--- src/shared/ivrc_pkg.sv ---
package ivrc_pkg;
   // ==========================================================
   // Timing
   localparam int CLK_PERIOD_NS = 20;
   localparam int PIN_RST_MIN_NS = 200;
   localparam int PIN_RST_CYC =
      (PIN_RST_MIN_NS + CLK_PERIOD_NS - 1) / CLK_PERIOD_NS;
   localparam int LS_BIT_PS = 666667;
   localparam int SE0_MIN_BITS = 4;
   localparam int SE0_MIN_CYC =
      (SE0_MIN_BITS * LS_BIT_PS + CLK_PERIOD_NS * 1000 - 1)
      / (CLK_PERIOD_NS * 1000);
   localparam int USB_RST_CYC = 24;
   localparam int STARTUP_TIMEOUT_CYC = 64;

   // ==========================================================
   // Sources and vectors
   localparam int USB_EVT_N = 5;
   localparam int SPRS_EVT_N = 4;
   localparam int SEP_BIT = 3;
   localparam int N_VEC = 8;
   localparam int USB_VEC_IDX = 7;
   localparam logic [11:0] VEC_RESET = 12'h000;
   localparam logic [11:0] VEC_ADDR [N_VEC] = '{
      12'h002, 12'h004, 12'h006, 12'h008,
      12'h00a, 12'h00c, 12'h00e, 12'h018};

   // ==========================================================
   // Register map, byte offsets
   localparam logic [7:0] OFS_CTRL = 8'h00;
   localparam logic [7:0] OFS_IRQ_EN = 8'h04;
   localparam logic [7:0] OFS_IRQ_FLAG = 8'h08;
   localparam logic [7:0] OFS_USB_FLAG = 8'h0c;
   localparam logic [7:0] OFS_USB_EN = 8'h10;
   localparam logic [7:0] OFS_USB_MASK = 8'h14;
   localparam logic [7:0] OFS_SPRS_FLAG = 8'h18;
   localparam logic [7:0] OFS_SPRS_EN = 8'h1c;
   localparam logic [7:0] OFS_SPRS_MASK = 8'h20;
   localparam logic [7:0] OFS_STATUS = 8'h24;
   localparam logic [1:0] RESP_OKAY = 2'h0;
   localparam logic [1:0] RESP_SLVERR = 2'h2;
endpackage

--- src/level_qualifier.sv ---
`timescale 1ns/10ps
`default_nettype none
module level_qualifier #(
   parameter int CYC = 10
) (
   // Clock and reset
   input wire logic aclk,
   input wire logic aresetn,
   // Level in, qualified level out
   input wire logic level,
   output logic held
);
   localparam int W = $clog2(CYC + 1);
   localparam logic [W-1:0] TOP = W'(CYC);

   typedef struct packed {
      logic [W-1:0] cnt;
      logic held;
   } st_t;
   st_t st_q, st_d;

   // ==========================================================
   // Counts consecutive high samples; short glitches are dropped
   always_comb begin
      st_d = st_q;
      if (!level) begin
         st_d.cnt = '0;
      end else if (st_q.cnt != TOP) begin
         st_d.cnt = st_q.cnt + W'(1);
      end
      st_d.held = level && (st_d.cnt == TOP);
   end

   always_ff @(posedge aclk) begin
      if (!aresetn) begin
         st_q <= '0;
      end else begin
         st_q <= st_d;
      end
   end

   assign held = st_q.held;
endmodule
`default_nettype wire

--- src/release_delay.sv ---
`timescale 1ns/10ps
`default_nettype none
module release_delay #(
   parameter int CYC = 64
) (
   // Clock and reset
   input wire logic aclk,
   input wire logic aresetn,
   // Hold request, delayed release
   input wire logic hold,
   output logic active
);
   localparam int W = $clog2(CYC + 1);
   localparam logic [W-1:0] TOP = W'(CYC);

   typedef struct packed {
      logic [W-1:0] cnt;
      logic active;
   } st_t;
   st_t st_q, st_d;

   // ==========================================================
   // timeout after release
   always_comb begin
      st_d = st_q;
      if (hold) begin
         st_d.cnt = '0;
      end else if (st_q.cnt != TOP) begin
         st_d.cnt = st_q.cnt + W'(1);
      end
      st_d.active = hold || (st_d.cnt != TOP);
   end

   always_ff @(posedge aclk) begin
      if (!aresetn) begin
         st_q <= '{cnt: '0, active: 1'b1};
      end else begin
         st_q <= st_d;
      end
   end

   assign active = st_q.active;
endmodule
`default_nettype wire

--- src/interrupt_vector_reset_control.sv ---
// What this block does
// - Fifteen sources on few vectors; nine USB sources share two vectors.
// - Request needs its own enable and the global enable both set.
// - Lowest vector address wins; reset first, then suspend/resume.
// - Pin, power-on and watchdog resets all vector to address zero.
// - Suspend/resume goes to 0x002, external request one to 0x004.
// - Timer capture, match A/B, overflows go to 0x006 through 0x00e.
// - USB events reach vectors 13 and 2 via flag, enable, mask.
// - Frame events in one set, bus reset and suspend in another.
// - USB event with enable clear is never captured, lost for good.
// - Masked captured USB event waits, fires once unmasked.
// - Reset pin low over 200 ns always resets the processor.
// - Enabled watchdog timeout resets the processor.
// - Separation active when suspend/resume enable bit 3 is one.
// - Bus reset seen after SE0 of four low-speed bit times.
// - Bus reset pulse to USB and processor lasts 24 clocks.
// - Without separation, bus reset resets processor too.
// - With separation only USB resets; interrupt if mask bit 3 set.
// - USB reset returns the USB side to unconfigured state.
// - Processor reset clears registers and vectors fetch to zero.
// - At power-up a delay counter holds processor in reset.
// - After pin release, wait for the startup timeout.
// - Watchdog gives one-clock pulse; timeout counts from its end.
// - Accept clears global enable; return-from-interrupt sets it.
// - Vectoring clears the peripheral flag that caused it; USB and suspend/resume flags stay set.
//
// Local design decisions: the AXI4-Lite interface to the registers and the register addresses.
`timescale 1ns/10ps
`default_nettype none
module interrupt_vector_reset_control
   import ivrc_pkg::*;
#(
   parameter int USB_N = USB_EVT_N,
   parameter int SPRS_N = SPRS_EVT_N,
   parameter int STARTUP_CYC = STARTUP_TIMEOUT_CYC
) (
   // Clock and reset
   input wire logic aclk,
   input wire logic aresetn,
   // AXI4-Lite slave
   input wire logic [31:0] s_axi_awaddr,
   input wire logic s_axi_awvalid,
   output logic s_axi_awready,
   input wire logic [31:0] s_axi_wdata,
   input wire logic [3:0] s_axi_wstrb,
   input wire logic s_axi_wvalid,
   output logic s_axi_wready,
   output logic [1:0] s_axi_bresp,
   output logic s_axi_bvalid,
   input wire logic s_axi_bready,
   input wire logic [31:0] s_axi_araddr,
   input wire logic s_axi_arvalid,
   output logic s_axi_arready,
   output logic [31:0] s_axi_rdata,
   output logic [1:0] s_axi_rresp,
   output logic s_axi_rvalid,
   input wire logic s_axi_rready,
   // Event pulses: ext one, capture, match A, match B, ovf1, ovf0
   input wire logic [5:0] periph_evt,
   input wire logic [USB_N-1:0] usb_evt,
   input wire logic [SPRS_N-1:0] sprs_evt,
   // Processor core
   output logic irq_req,
   output logic [11:0] irq_vector,
   input wire logic irq_ack,
   input wire logic reti,
   output logic cpu_reset,
   // Reset sources
   input wire logic reset_pin_n,
   input wire logic wdt_enable,
   input wire logic wdt_timeout,
   input wire logic upstream_se0,
   output logic usb_reset
);
   typedef struct packed {
      logic gie;
      logic [N_VEC-1:0] irq_en;
      logic [N_VEC-2:0] irq_flag;
      logic [USB_N-1:0] usb_flag;
      logic [USB_N-1:0] usb_en;
      logic [USB_N-1:0] usb_mask;
      logic [SPRS_N-1:0] sprs_flag;
      logic [SPRS_N-1:0] sprs_en;
      logic [SPRS_N-1:0] sprs_mask;
      logic irq_req;
      logic [11:0] irq_vec;
      logic [2:0] sel;
      logic wdt_pulse;
      logic busrst_seen;
      logic [4:0] usb_cnt;
      logic usb_rst;
      logic awready;
      logic wready;
      logic aw_held;
      logic w_held;
      logic [7:0] aw_addr;
      logic [7:0] wdata;
      logic wen;
      logic bvalid;
      logic [1:0] bresp;
      logic arready;
      logic rvalid;
      logic [31:0] rdata;
      logic [1:0] rresp;
   } st_t;

   st_t st_q, st_d;
   logic pin_low_long;
   logic se0_long;
   logic cpu_rst;
   logic cpu_hold;
   logic sep;
   logic busrst_rise;
   logic ack;
   logic [N_VEC-1:0] pend;

   // ==========================================================
   // Reset sources
   // pin low qualifier
   level_qualifier #(.CYC(PIN_RST_CYC)) u_pin_qual (
      .aclk(aclk),
      .aresetn(aresetn),
      .level(!reset_pin_n),
      .held(pin_low_long)
   );

   level_qualifier #(.CYC(SE0_MIN_CYC)) u_se0_qual (
      .aclk(aclk),
      .aresetn(aresetn),
      .level(upstream_se0),
      .held(se0_long)
   );

   assign sep = st_q.sprs_en[SEP_BIT];
   assign busrst_rise = se0_long && !st_q.busrst_seen;
   // any source keeps the hold; shared bus reset
   assign cpu_hold = pin_low_long || st_q.wdt_pulse
      || (st_q.usb_rst && !sep);

   // timeout starts after the pulse ends
   release_delay #(.CYC(STARTUP_CYC)) u_startup (
      .aclk(aclk),
      .aresetn(aresetn),
      .hold(cpu_hold),
      .active(cpu_rst)
   );

   assign ack = irq_ack && st_q.irq_req;

   // ==========================================================
   // Pending requests
   always_comb begin
      pend[N_VEC-2:0] = st_q.irq_flag & st_q.irq_en[N_VEC-2:0];
      // masked USB events wait in their flags; vector 13
      pend[USB_VEC_IDX] = st_q.irq_en[USB_VEC_IDX]
         && |(st_q.usb_flag & st_q.usb_mask);
   end

   // ==========================================================
   // Next state
   always_comb begin
      logic [N_VEC-2:0] flag_clr;
      logic [N_VEC-2:0] flag_set;
      logic [USB_N-1:0] usb_clr;
      logic [SPRS_N-1:0] sprs_clr;
      logic [SPRS_N-1:0] sprs_set;
      logic do_wr;
      logic [7:0] wv;
      logic [2:0] pick;
      logic found;
      flag_clr = '0;
      flag_set = '0;
      usb_clr = '0;
      sprs_clr = '0;
      sprs_set = '0;
      do_wr = 1'b0;
      wv = st_q.wdata;
      pick = 3'h0;
      found = 1'b0;
      st_d = st_q;

      // AXI write: address and data in either order
      if (st_q.awready && s_axi_awvalid) begin
         st_d.aw_held = 1'b1;
         st_d.aw_addr = s_axi_awaddr[7:0];
      end
      if (st_q.wready && s_axi_wvalid) begin
         st_d.w_held = 1'b1;
         st_d.wdata = s_axi_wdata[7:0];
         st_d.wen = s_axi_wstrb[0];
      end
      if (st_q.bvalid && s_axi_bready) begin
         st_d.bvalid = 1'b0;
      end
      if (st_q.aw_held && st_q.w_held) begin
         do_wr = st_q.wen;
         st_d.aw_held = 1'b0;
         st_d.w_held = 1'b0;
         st_d.bvalid = 1'b1;
         st_d.bresp = RESP_OKAY;
         unique case (st_q.aw_addr)
            OFS_CTRL: if (do_wr) st_d.gie = wv[0];
            OFS_IRQ_EN: if (do_wr) st_d.irq_en = wv[N_VEC-1:0];
            OFS_IRQ_FLAG: if (do_wr) flag_clr = wv[N_VEC-2:0];
            OFS_USB_FLAG: if (do_wr) usb_clr = wv[USB_N-1:0];
            OFS_USB_EN: if (do_wr) st_d.usb_en = wv[USB_N-1:0];
            OFS_USB_MASK: if (do_wr) st_d.usb_mask = wv[USB_N-1:0];
            OFS_SPRS_FLAG: if (do_wr) sprs_clr = wv[SPRS_N-1:0];
            OFS_SPRS_EN: if (do_wr) st_d.sprs_en = wv[SPRS_N-1:0];
            OFS_SPRS_MASK: if (do_wr) st_d.sprs_mask = wv[SPRS_N-1:0];
            OFS_STATUS: ;
            default: st_d.bresp = RESP_SLVERR;
         endcase
      end
      st_d.awready = !st_d.aw_held && !st_d.bvalid;
      st_d.wready = !st_d.w_held && !st_d.bvalid;

      // AXI read
      if (st_q.rvalid && s_axi_rready) begin
         st_d.rvalid = 1'b0;
      end
      if (st_q.arready && s_axi_arvalid) begin
         st_d.rvalid = 1'b1;
         st_d.rresp = RESP_OKAY;
         st_d.rdata = 32'h0;
         unique case (s_axi_araddr[7:0])
            OFS_CTRL: st_d.rdata[0] = st_q.gie;
            OFS_IRQ_EN: st_d.rdata[N_VEC-1:0] = st_q.irq_en;
            OFS_IRQ_FLAG: st_d.rdata[N_VEC-2:0] = st_q.irq_flag;
            OFS_USB_FLAG: st_d.rdata[USB_N-1:0] = st_q.usb_flag;
            OFS_USB_EN: st_d.rdata[USB_N-1:0] = st_q.usb_en;
            OFS_USB_MASK: st_d.rdata[USB_N-1:0] = st_q.usb_mask;
            OFS_SPRS_FLAG: st_d.rdata[SPRS_N-1:0] = st_q.sprs_flag;
            OFS_SPRS_EN: st_d.rdata[SPRS_N-1:0] = st_q.sprs_en;
            OFS_SPRS_MASK: st_d.rdata[SPRS_N-1:0] = st_q.sprs_mask;
            OFS_STATUS: st_d.rdata = {4'h0, st_q.irq_vec, 13'h0,
               st_q.irq_req, st_q.usb_rst, cpu_rst};
            default: st_d.rresp = RESP_SLVERR;
         endcase
      end
      st_d.arready = !st_d.rvalid;

      // enabled watchdog timeout, one clock wide
      st_d.wdt_pulse = wdt_timeout && wdt_enable;

      st_d.busrst_seen = se0_long;
      if (busrst_rise) begin
         st_d.usb_cnt = 5'(USB_RST_CYC);
      end else if (st_q.usb_cnt != 5'h0) begin
         st_d.usb_cnt = st_q.usb_cnt - 5'h1;
      end
      st_d.usb_rst = st_d.usb_cnt != 5'h0;

      // only enabled USB events are captured; two groups
      // bus reset flag only captured under separation
      sprs_set = sprs_evt & st_q.sprs_en;
      sprs_set[SEP_BIT] = busrst_rise && sep;
      // Set beats clear so an event in the clearing cycle survives
      st_d.usb_flag = (st_q.usb_flag & ~usb_clr)
         | (usb_evt & st_q.usb_en);
      st_d.sprs_flag = (st_q.sprs_flag & ~sprs_clr) | sprs_set;

      // Suspend/resume vector raised by its group's unmasked flags
      flag_set = {periph_evt, |(st_q.sprs_flag & st_q.sprs_mask)};

      for (int i = N_VEC - 1; i >= 0; i--) begin
         if (pend[i]) begin
            pick = 3'(i);
            found = 1'b1;
         end
      end

      // acceptance drops the global enable, return restores it
      if (ack) begin
         st_d.gie = 1'b0;
         if (st_q.sel != 3'(USB_VEC_IDX)) begin
            flag_clr[st_q.sel] = 1'b1;
         end
      end else if (reti) begin
         st_d.gie = 1'b1;
      end
      st_d.irq_flag = (st_q.irq_flag & ~flag_clr) | flag_set;

      st_d.irq_req = st_q.gie && found && !cpu_rst && !ack;
      st_d.sel = pick;
      st_d.irq_vec = VEC_ADDR[pick];

      // USB reset returns frame registers to defaults
      if (st_q.usb_rst) begin
         st_d.usb_flag = '0;
         st_d.usb_en = '0;
         st_d.usb_mask = '0;
      end
      // processor reset clears registers; vector zero
      if (cpu_rst) begin
         st_d.gie = 1'b0;
         st_d.irq_en = '0;
         st_d.irq_flag = '0;
         st_d.sprs_flag = '0;
         st_d.sprs_en = '0;
         st_d.sprs_mask = '0;
         st_d.irq_req = 1'b0;
         st_d.irq_vec = VEC_RESET;
      end
   end

   always_ff @(posedge aclk) begin
      if (!aresetn) begin
         st_q <= '0;
      end else begin
         st_q <= st_d;
      end
   end

   // ==========================================================
   // Outputs
   assign s_axi_awready = st_q.awready;
   assign s_axi_wready = st_q.wready;
   assign s_axi_bresp = st_q.bresp;
   assign s_axi_bvalid = st_q.bvalid;
   assign s_axi_arready = st_q.arready;
   assign s_axi_rdata = st_q.rdata;
   assign s_axi_rresp = st_q.rresp;
   assign s_axi_rvalid = st_q.rvalid;
   assign irq_req = st_q.irq_req;
   assign irq_vector = st_q.irq_vec;
   assign cpu_reset = cpu_rst;
   assign usb_reset = st_q.usb_rst;

   // ==========================================================
   // Checks
   logic [5:0] usb_len_q;
   always_ff @(posedge aclk) begin
      if (!aresetn) begin
         usb_len_q <= 6'h0;
      end else if (st_q.usb_rst) begin
         usb_len_q <= usb_len_q + 6'h1;
      end else begin
         usb_len_q <= 6'h0;
      end
   end
endmodule
`default_nettype wire

--- config.mk ---
export PLATFORM = sky130hd
export DESIGN_NAME = interrupt_vector_reset_control
export DESIGN_NICKNAME = d
export VERILOG_FILES = /design/src/shared/ivrc_pkg.sv /design/src/level_qualifier.sv /design/src/release_delay.sv /design/src/interrupt_vector_reset_control.sv
export SDC_FILE = /design/constraint.sdc
export NUM_CORES = 1
export LEC_CHECK = 0
export ABC_AREA = 1
export BUFFER_PORTS_ARGS = -buffer_cell sky130_fd_sc_hd__buf_2
export CAP_MARGIN = 20
export CORE_UTILIZATION = 45
export CTS_CLUSTER_SIZE = 10
export DETAILED_ROUTE_END_ITERATION = 7
export PLACE_DENSITY = 0.7
export REMOVE_ABC_BUFFERS = 1
export SYNTH_ARGS = -nofsm -noshare
export SYNTH_HDL_FRONTEND = slang
export SYNTH_SLANG_ARGS = --single-unit
--- constraint.sdc ---
create_clock -name aclk -period 4.21 [get_ports aclk]
set_input_delay 0.6315 -clock aclk [delete_from_list [all_inputs] [get_ports aclk]]
set_output_delay 0.6315 -clock aclk [all_outputs]
set_load 0.005 [all_outputs]
* Yosys cells after proc, flatten, opt, wreduce, memory -nomap -nowiden *
Memories as Yosys holds them, arrays and structs flattened. A register that Yosys moved wholly into a read port is not among the register bits.
Cells that the tools add are included.

storage, ports and cells
  bits in registers = 137
  bits in read-only memories = 96
  input port bits = 128
  memories kept = 1

operators by class
  add/sub/neg operators = 4
  order comparisons = 2
  equal/unequal tests = 25
  multiplexer cells = 58
  bitwise operators = 17
  reductions and logical operators = 52

memory list
  name              words  bits a word  read ports  clocked after Yosys merged registers in  wr ports  RTL line                               text
  (name not given)  8      12           1           1                                        0         interrupt_vector_reset_control.sv:286  st_d.irq_vec = VEC_ADDR[pick];

operator list
  kind                  count
  $eq A8 B5 Y1 const B  8
  $mux W7               7
  $mux W35              1
  $eq A8 B4 Y1 const B  4
  $eq A8 B6 Y1 const B  4
  $mux W8               4
  $mux W3               9
  $pmux W3 S9           1
  $mux W5               5
  $logic_and A1 B1 Y1   20
  $mux W20              1
  $mux W4               5
  $reduce_or A10 Y1     2
  $reduce_and A3 Y1     6
  $mux W1               17
  $eq A8 B3 Y1 const B  2
  $logic_not A8 Y1      2
  $and A5 B5 Y5         3
  $and A7 B7 Y7         2
  $ne A7 B7 Y1 const B  2
  $or A7 B7 Y7          2
  $pmux W1 S10          1
  $reduce_bool A5 Y1    2
  $logic_not A1 Y1      9
  other kinds (31)      39

* Longest topological paths before layout *
Gate-level depths: netlist (run 1).

  depth after elaboration = 14
  gate-level depth with buffers = 15
  depth with buffers taken out = 15

* Modules after synthesis *
Synthesis (run 1) repeated with hierarchy kept, for this count alone.

unflattened totals
  cell total of the unflattened synthesis = 833
  area total of the unflattened synthesis = 5,915.7 sq um

modules (own cells, without submodules)
  module                          times used  cells each  area an instance (sq um)
  interrupt_vector_reset_control  1           652         4,714.5
  level_qualifier at u_se0_qual   1           82          538.0
  release_delay                   1           65          426.7
  level_qualifier at u_pin_qual   1           34          236.5

* Least setup slack after synthesis (run 1) *
No wires, ideal clock.

  path type = input to register
  start point = input port s_axi_araddr[7]
  end point = register st_q (netlist bit s_axi_rdata[3])
  setup time = 0.071 ns
  arrival = 1.519 ns
  path slack = 2.621 ns
  stages = 10
  path buffers = 1
  path through = nor2_2 nand2_1 nor2_4 buf_4 nand3_1 nand2_1 nor2_1 nand3_1 nand2_1 a21oi_1

on the way
  longest elaborated chain between the ends = 2
  elaborated cells between the ends (all ways) = 10
  classes of those cells = eq/ne (9); mux (1)

RTL lines
  element                               RTL line                               text
  start: declaration                    interrupt_vector_reset_control.sv:51   input wire logic [31:0] s_axi_araddr,
  $eq A8 B6 Y1 (tied with other cells)  interrupt_vector_reset_control.sv:226  unique case (s_axi_araddr[7:0])
  $pmux W3 S9 (*)                       interrupt_vector_reset_control.sv:226
  end signal: assignment                interrupt_vector_reset_control.sv:311  st_q <= st_d;
  end: declaration                      interrupt_vector_reset_control.sv:107  st_t st_q, st_d;

Mark *: on every way between the ends. The rest lies on a longest branch, timed or not.
A chain may end at the register's enable or synchronous reset.

* Final worst setup path (run 1) *
  start point = input port s_axi_araddr[2]
  end point = register st_q (netlist bit s_axi_rdata[1])

Same word-level chain as after synthesis.

==> impl_metrics.json, run 1 <==
{
  "cts_buffer_depth": 2,
  "status": "finished clean",
  "die_area_mm2": 0.0135,
  "fin_util_pct": 53.1,
  "synthTopCellsByArea": "dfxtp_1, nand2_1, nor2_1, buf_4, nand3_1",
  "io_pins": 184,
  "dp_slack_ps": 1910,
  "grtUsageTotal_pct": 22.1,
  "relSlewSlack_pct": 37.3,
  "antennaDiodeCount": 0,
  "grt_overflow": 0,
  "crit_chain": "buf_2 -> inv_1 -> nand2_1 -> nor2_1 -> nand2_1 -> nor2_1 -> nor2_1 -> nand3_1 -> nand2_1 -> a21oi_1",
  "final_layout_size_suffix_gt1_share_pct": 17.0,
  "wirelength_um": 14000,
  "grt_max_degree": 35,
  "dp_hpwl_um": 10100,
  "ys_types": 43,
  "syn_avg_cell_area_um2": 7.18,
  "htreeDepth": 4,
  "synthesis.area_mm2": 0.00585,
  "io_buffers": 77,
  "cts_inserted_buffers": 17,
  "slew_viol_final": 0,
  "holdPathStages": 2,
  "cts.sinks": 119,
  "critPathRequiredTime_ps": 4550,
  "nets": 1011,
  "seq_area_mm2": 0.00238,
  "postRouteAntennaNets": 0,
  "cp.arrival_ps": 2420,
  "yosysTopAreaCell": "dfxtp_1",
  "post_cts_buffers": 0,
  "reg2regPathDepth": 8,
  "routed_via_density": 4.97,
  "critical-path-max-stage-delay_ps": 720,
  "syn_inst": 814,
  "worstMarginPinSlew_ps": 937,
  "grt_pass1_wl_um": 22600,
  "yosysWarnings": 0,
  "multi_input_area_mm2": 0.00277,
  "wl_per_cell_um": 13.2,
  "yosysMostFrequentCell": "nand2_1",
  "worstSkewPairLatency_ps": 420,
  "drc": 0,
  "tns_ps": 0,
  "cp_slowest_cell": "nor2_1",
  "rsz0062_at_grt": "false",
  "synth_top_area_share_pct": 40.7,
  "initial_core_util_pct": 46.3,
  "final-setup-viol-count": 0,
  "place.gp.congestion": 0.908,
  "cts_tree": "yes",
  "holdBufCountCts": 0,
  "vdd_drop_max_mv": 0.259,
  "min-delay-path-class": "primary input to flip-flop",
  "core_area_mm2": 0.0126,
  "setup_ws_ps": 2140,
  "grt_pass1_vias": 4827,
  "ys.flop_type": "dfxtp_1",
  "cts_resized": 0,
  "finClkSkew_ps": 5.30,
  "num_rows": 41,
  "fillers": 1272,
  "p_leak_nw": 2.93,
  "finalCritPeriodShare_pct": 49.3,
  "area_growth_pct": 14.6,
  "netlist_top_cells_count": "nand2_1, dfxtp_1, nor2_1",
  "crit_type": "primary input to flip-flop",
  "fmax_mhz": 482,
  "end_kind": "flip-flop",
  "vias": 5268,
  "drtIter0Drc": 427,
  "firstDrtPassIters": 6,
  "cap_violations": 0,
  "antenna_found_initial": 0,
  "cts.clk_slew.worst_paths_ps": 50,
  "seq_area_frac_synth_pct": 40.7,
  "cts_root_buf": "clkbuf_16",
  "post-route-min-period_ps": 2070,
  "start_kind": "primary input",
  "critPathMaxFanout": 12,
  "die_width_um": 116,
  "async_reset_ff_share_pct": 0,
  "finalHoldViolCount": 0,
  "p_per_area_mw_per_mm2": 445,
  "ys_ff_latch": 119,
  "fp.dieH_um": 116,
  "synth-edff-count": 0
}
[cell type report]
class | instances | area share (%)
Timing Repair Buffer | 78 | 5.86
Tap cell | 172 | 3.21
Multi-Input combinational cell | 567 | 41.3
Inverter | 92 | 5.27
Sequential cell | 119 | 35.6
Clock buffer | 23 | 7.43
Clock inverter | 9 | 1.34
[metal layers]
layer	track usage, %	vias up	wire length, um
li1	-	2678	-
met1	28.4	2365	6500
met2	35.2	195	6300
met5	0	-	0
met3	5.33	30	855
met4	10.0	0	344
[report_power, final]
part | total, mW | internal [mW] | switching (mW)
Sequential | 1.22 | 1.18 | 0.0424
Clock | 1.42 | 0.892 | 0.532
Combinational | 0.335 | 0.117 | 0.218
Total | 2.98 | 2.19 | 0.792
[state kept, by name, indices dropped and copies added (netlist names)]
register          count
irq_req               1
irq_vector            4
s_axi_arready         1
s_axi_awready         1
s_axi_bresp           1
s_axi_bvalid          1
s_axi_rdata          12
s_axi_rresp           1
s_axi_rvalid          1
s_axi_wready          1
sep                   1
st_q                 71
u_pin_qual.held       1
u_pin_qual.st_q       4
u_se0_qual.held       1
u_se0_qual.st_q       8
u_startup.active      1
u_startup.st_q        7
usb_reset             1
[cells in the final DEF, fill, tap and decap left out, drive strengths merged]
master	count
a221oi	1
dfxtp	119
conb	30
nand2	172
o22ai	2
clkinv	6
bufinv	1
nand3b	1
inv	89
o221ai	7
and3	1
clkbuf	23
or2	4
xnor2	4
buf	78
nand3	64
nor2	123
a21o	1
a21boi	1
xor2	10
nand4	7
o21ai	44
ha	8
nor3	19
clkinvlp	5
a211oi	5
nor4	2
a21oi	60
o2111ai	1
[final timing paths]
kind / start / endpoint / slack (ps)
setup / recovery: s_axi_araddr[2] / s_axi_rdata[1]$_SDFFE_PN0P_ / 2140
hold / removal: reset_pin_n / u_pin_qual.st_q[1]$_SDFF_PN0_ / 410
setup reg to reg: st_q[56]$_SDFF_PN0_ / st_q[118]$_SDFFE_PP0P_ / 2270
hold reg to reg: u_se0_qual.held$_SDFF_PN0_ / st_q[66]$_SDFF_PN0_ / 420
[cell families (layout without fill, tap and decap cells)]
logic type | Yosys count | after routing | share of synthesized area, %
adders and majority gates | 8 | 8 | 1.71
and+or+nand+nor | 393 | 393 | 29.6
DFF | 119 | 119 | 40.7
other | 1 | 30 | 0.0641
xor gates and xnor gates | 14 | 14 | 2.10
AOI/OAI and AO/OA | 122 | 122 | 12.0
buffers and inverters | 157 | 202 | 13.8
[stage by stage]
step	cells	hold slack [ps]	cell area (um2)	power [mW]
global route	1060	396	6700	3.10
global placement	1028	410	6110	1.57
CTS	1060	396	6700	2.99
floorplan	778	407	5500	1.47
finish	1060	414	6700	2.98
detailed placement	1028	418	6110	1.58
[critical path, delay by kind of cell]
kind,cells,cell delay [ps]
compound gates,1,120
buf+inv,2,240
simple gates,7,1420
(Power assumes the default switching activity.)
==> inputs of run 2 (changes only) <==
--- a/config.mk
+++ b/config.mk
@@ -11,7 +11,7 @@
 export CORE_UTILIZATION = 45
 export CTS_CLUSTER_SIZE = 10
 export DETAILED_ROUTE_END_ITERATION = 7
-export PLACE_DENSITY = 0.7
+export PLACE_DENSITY = 0.73
 export REMOVE_ABC_BUFFERS = 1
 export SYNTH_ARGS = -nofsm -noshare
 export SYNTH_HDL_FRONTEND = slang
==> constraint.sdc (replaced) <==
create_clock -name aclk -period 1.9 [get_ports aclk]
set_input_delay 0.285 -clock aclk [delete_from_list [all_inputs] [get_ports aclk]]
set_output_delay 0.285 -clock aclk [all_outputs]
set_load 0.005 [all_outputs]
==> run 2 against run 1 <==
  * Wire length increased by 0.81%
  * Clock skew increased by 2.7 ps
  * Sequential power increased by 120%
  * Global-route usage increased by 0.53 points
  * First-iteration DRC count decreased by 13%
  * Sequential cell count unchanged
  * Total power increased by 130%
  * Core utilization increased by 1.2 points
  * Clock-buffer cell count increased by 1
  * Combinational power increased by 150%
  * Final cell count increased by 1.4%
  * Critical path type is now flip-flop to flip-flop
==> impl_metrics.json, run 2 (synthesis results as in run 1) <==
{
  "status": "finished clean",
  "drtIter0Drc": 372,
  "setup_ws_ps": 190,
  "min-delay-path-class": "primary input to flip-flop",
  "drc": 0,
  "htreeDepth": 4,
  "cts_root_buf": "clkbuf_16",
  "p_per_area_mw_per_mm2": 999,
  "dp_slack_ps": 226,
  "multi_input_area_mm2": 0.00277,
  "post_cts_buffers": 0,
  "placed_cells": 1044,
  "antenna_found_initial": 0,
  "worstSkewPairLatency_ps": 410,
  "seq_area_mm2": 0.00238,
  "firstDrtPassIters": 7,
  "final_cell_mix": "nand2_1, dfxtp_1, nor2_1",
  "vias": 5337,
  "tns_ps": 0,
  "vdd_drop_max_mv": 0.627,
  "crit_chain": "nand2_1 -> inv_1 -> nor2_1 -> nand2_1 -> nand2_1 -> a21oi_1 -> or2_2 -> nand3_1 -> inv_1 -> ha_1 -> inv_1 -> nor2_1",
  "antennaDiodeCount": 0,
  "cts_buffer_depth": 2,
  "die_area_mm2": 0.0135,
  "largest_reg_flops": 71,
  "grt_pass1_wl_um": 23100,
  "cts_resized": 0,
  "die_width_um": 116,
  "reg2reg_setup_slack_ps": 190,
  "place.gp.congestion": 0.946,
  "met3_usage_pct": 6.01,
  "post-route-min-period_ps": 1710,
  "grtUsageTotal_pct": 22.6,
  "end_kind": "flip-flop",
  "fmax_mhz": 585,
  "p_leak_nw": 3.04,
  "critical-path-max-stage-delay_ps": 330,
  "total_power_mw": 6.84,
  "rsz0062_at_grt": "false",
  "holdBufCountCts": 0,
  "cap_violations": 0,
  "start_kind": "flip-flop",
  "grt_pass1_vias": 4865,
  "cts.clk_slew.worst_paths_ps": 60,
  "cts.sinks": 119,
  "nets": 1027,
  "cp_slowest_cell": "dfxtp_1",
  "slew_viol_final": 0,
  "grt_use_met2_pct": 37.0,
  "wirelength_um": 14100,
  "final_layout_size_suffix_gt1_share_pct": 18.3,
  "grtUsageMet1_pct": 28.7,
  "fp.dieH_um": 116,
  "instances_no_fill": 1075,
  "finalHoldViolCount": 0,
  "initial_core_util_pct": 46.3,
  "cp.arrival_ps": 1990,
  "mostFrequentLayoutCell": "nand2_1",
  "worstMarginPinSlew_ps": 547,
  "io_pins": 184,
  "crit_type": "flip-flop to flip-flop",
  "postRouteAntennaNets": 0,
  "fillers": 1225,
  "area_growth_pct": 17.1,
  "reg2regPathDepth": 12,
  "holdPathStages": 2,
  "core_area_mm2": 0.0126,
  "routed_via_density": 4.96,
  "finalCritPeriodShare_pct": 90.0,
  "finClkSkew_ps": 8.04,
  "grt_busiest_layer": "met2",
  "final-setup-viol-count": 0,
  "largest-register": "st_q",
  "cts_inserted_buffers": 17,
  "wl_per_cell_um": 13.1,
  "cts_tree": "yes",
  "critPathMaxFanout": 3,
  "grt_overflow": 0,
  "critPathRequiredTime_ps": 2180,
  "relSlewSlack_pct": 63.5,
  "dp_hpwl_um": 10400,
  "io_buffers": 77,
  "num_rows": 41,
  "grt_max_degree": 32
}
[run 2: final timing paths]
| path | start | to |
|---|---|---|
| max | st_q[109]$_SDFF_PP0_ | irq_vector[2]$_SDFF_PP0_ |
| min | reset_pin_n | u_pin_qual.st_q[1]$_SDFF_PN0_ |
| max reg2reg | st_q[109]$_SDFF_PP0_ | irq_vector[2]$_SDFF_PP0_ |
| min reg2reg | u_se0_qual.held$_SDFF_PN0_ | st_q[66]$_SDFF_PN0_ |
[run 2: worst max-delay path, delay by kind of cell, from the launching register on]
kind / cells / cell delay, ps
AOI/OAI and AO/OA: 1 / 70
DFF: 1 / 330
and+or+nand+nor: 7 / 780
adders and majority gates: 1 / 260
buffers and inverters: 3 / 140
[run 2: through the flow]
stage / util (%) / instance area [um2] / hold slack, ps
finish: 54.3 / 6850 / 74.1
detailed placement: 49.4 / 6230 / 428
floorplan: - / 5500 / 364
CTS: 54.3 / 6850 / 55.1
global route: 54.3 / 6850 / 75.8
global placement: 49.4 / 6230 / 414
[run 2: power by group]
part	internal [mW]	switching, mW
combinational	0.305	0.521
sequential	2.61	0.0739
clock	2.23	1.10
total	5.14	1.70
[run 2: routing by layer]
layer,share of wire (%),up-vias
li1,-,2700
met1,45,2384
met2,45,223
met3,7.2,30
met4,2.2,0
met5,0,-
[run 2: area by class of cell]
| cell class | instances | area share [%] |
|---|---|---|
| multi-input cells | 567 | 40.4 |
| flip-flops and latches | 119 | 34.8 |
| repair buffers | 94 | 7.49 |
| clock buffers | 24 | 7.33 |
| inverters | 92 | 5.15 |
| well taps | 172 | 3.14 |
| clock inverters | 7 | 1.70 |
==> inputs of run 3 (changes only) <==
--- a/config.mk
+++ b/config.mk
@@ -6,12 +6,13 @@
 export NUM_CORES = 1
 export LEC_CHECK = 0
 export ABC_AREA = 1
-export BUFFER_PORTS_ARGS = -buffer_cell sky130_fd_sc_hd__buf_2
 export CAP_MARGIN = 20
 export CORE_UTILIZATION = 45
 export CTS_CLUSTER_SIZE = 10
 export DETAILED_ROUTE_END_ITERATION = 7
-export PLACE_DENSITY = 0.73
+export DONT_BUFFER_PORTS = 1
+export HOLD_SLACK_MARGIN = 0.15
+export PLACE_DENSITY = 0.6
 export REMOVE_ABC_BUFFERS = 1
 export SYNTH_ARGS = -nofsm -noshare
 export SYNTH_HDL_FRONTEND = slang
==> run 3 against run 2 <==
  * Clock-buffer cell count up 1
  * Worst hold slack gained 100 ps
  * Via count is 2.5% lower
  * Clock skew rose by 2.3 ps
  * Register-to-register slack got worse by 20 ps
  * Combinational power fell by 4.7%
  * Wire length increased by 2.3%
  * First-iteration DRC count is 4.6% lower
  * Sequential share of layout area grew 0.27 points
  * Non-clock buffer count down 46
  * Die area unchanged
  * Maximum frequency down 1.0%
  * Largest cell class unchanged
  * Largest power group unchanged
  * Highest routed layer unchanged
==> impl_metrics.json, run 3 (synthesis results as in run 1) <==
{
  "cts_root_buf": "clkbuf_16",
  "vdd_drop_max_mv": 0.645,
  "rsz0062_at_grt": "false",
  "p_per_area_mw_per_mm2": 994,
  "drc": 0,
  "p_leak_nw": 2.82,
  "multi_input_area_mm2": 0.00277,
  "vias": 5202,
  "cts_tree": "yes",
  "start_kind": "flip-flop",
  "cts_inserted_buffers": 17,
  "cap_violations": 0,
  "routed_via_density": 5.05,
  "cts_buffer_depth": 2,
  "largest_reg_flops": 71,
  "mostFrequentLayoutCell": "nand2_1",
  "htreeDepth": 4,
  "critPathRequiredTime_ps": 2270,
  "critical-path-max-stage-delay_ps": 580,
  "grtUsageTotal_pct": 23.3,
  "finClkSkew_ps": 10.4,
  "dpl_cell_area_mm2": 0.00576,
  "crit_chain": "inv_1 -> ha_1 -> nand2_1 -> nor2_1 -> inv_1 -> nor2_1 -> nor4_1 -> dlygate4sd3_1",
  "final-setup-viol-count": 0,
  "fmax_mhz": 578,
  "fin_area_mm2": 0.00680,
  "fp.dieH_um": 116,
  "post_cts_buffers": 0,
  "post-route-min-period_ps": 1730,
  "largest-register": "st_q",
  "finalCritPeriodShare_pct": 91.0,
  "io_buffers": 0,
  "drtIter0Drc": 355,
  "grt_max_degree": 33,
  "dp_hpwl_um": 10500,
  "slew_viol_final": 0,
  "antennaDiodeCount": 0,
  "place.gp.congestion": 0.886,
  "relSlewSlack_pct": 61.6,
  "fillers": 1259,
  "worstMarginPinSlew_ps": 574,
  "critPathMaxFanout": 4,
  "antenna_found_initial": 0,
  "final_layout_size_suffix_gt1_share_pct": 8.86,
  "finalHoldViolCount": 0,
  "die_area_mm2": 0.0135,
  "worstSkewPairLatency_ps": 420,
  "tns_ps": 0,
  "status": "finished clean",
  "cts.clk_slew.worst_paths_ps": 60,
  "wl_per_cell_um": 14.0,
  "postRouteAntennaNets": 0,
  "area_growth_pct": 16.2,
  "wirelength_um": 14400,
  "grt_overflow": 0,
  "firstDrtPassIters": 5,
  "cp.arrival_ps": 2100,
  "nets": 981,
  "grt_pass1_wl_um": 23500,
  "final_cell_mix": "nand2_1, dfxtp_1, nor2_1",
  "num_rows": 41,
  "end_kind": "flip-flop",
  "cp_slowest_cell": "dlygate4sd3_1",
  "seq_area_mm2": 0.00238,
  "crit_type": "flip-flop to flip-flop",
  "grt_pass1_vias": 4904,
  "min-delay-path-class": "primary input to flip-flop",
  "initial_core_util_pct": 46.3,
  "cts_resized": 0,
  "cts.sinks": 119,
  "die_width_um": 116,
  "io_pins": 184,
  "fin_util_pct": 53.9,
  "core_area_mm2": 0.0126
}
## run 3: cell types whose count changed in the layout (fill, tap and decap cells not counted), sizes merged
cell	delta
buf	-87
clkinv	+1
dlygate4sd3	+41
clkinvlp	-1
clkbuf	+1
## run 3: worst paths after layout
path / from / endpoint / slack, ps / depth (start not counted)
worst min-delay path: aresetn / s_axi_rdata[4]$_SDFFE_PN0P_ / 180 / 3
worst max register to register: u_pin_qual.st_q[1]$_SDFF_PN0_ / u_pin_qual.st_q[1]$_SDFF_PN0_ / 170 / 8
worst min register to register: st_q[57]$_SDFF_PN0_ / s_axi_awready$_SDFF_PN0_ / 450 / 1
worst max-delay path: u_pin_qual.st_q[1]$_SDFF_PN0_ / u_pin_qual.st_q[1]$_SDFF_PN0_ / 170 / 8
## run 3: through the flow
step	hold slack [ps]	cells	worst slack (ps)	power (mW)
after global placement	364	956	203	3.42
after floorplan	364	778	295	3.25
after global routing	182	1030	7.02	7.05
after CTS	166	1030	153	6.81
final	176	1030	171	6.75
after detailed placement	373	956	195	3.45
## run 3: power breakdown
part	switching (mW)	internal [mW]	leakage (nW)
clock	1.10	2.16	0.295
sequential	0.0890	2.61	0.966
combinational	0.496	0.291	1.56
## run 3: layout make-up
| class | count | area share, % |
|---|---|---|
| Multi-Input combinational cell | 567 | 40.7 |
| Sequential cell | 119 | 35.1 |
| Clock buffer | 25 | 7.14 |
| Timing Repair Buffer | 48 | 7.00 |
| Inverter | 92 | 5.19 |
| Tap cell | 172 | 3.17 |
| Clock inverter | 7 | 1.73 |
## run 3: layer usage
metal,GRT usage [%],routed length (um),up-vias,part of all wire [%]
met4,10.4,401,0,2.8
met5,0,0,-,0
met1,28.8,6480,2367,45
met2,36.7,6400,195,44
li1,-,-,2611,-
met3,8.11,1160,29,8.0
## run 3: critical path, delay by kind of cell (launching register included)
kind,cells,cell delay (ps)
DFF,1,390
buffers and inverters,3,740
adders and majority gates,1,200
and+or+nand+nor,4,330
## run 3: what timing repair did
action / 4_1_cts / 5_1_grt
hold buffers: 42 / 0
hold endpoints to repair: 64 / 0
endpoints found under the setup margin: 0 / 0
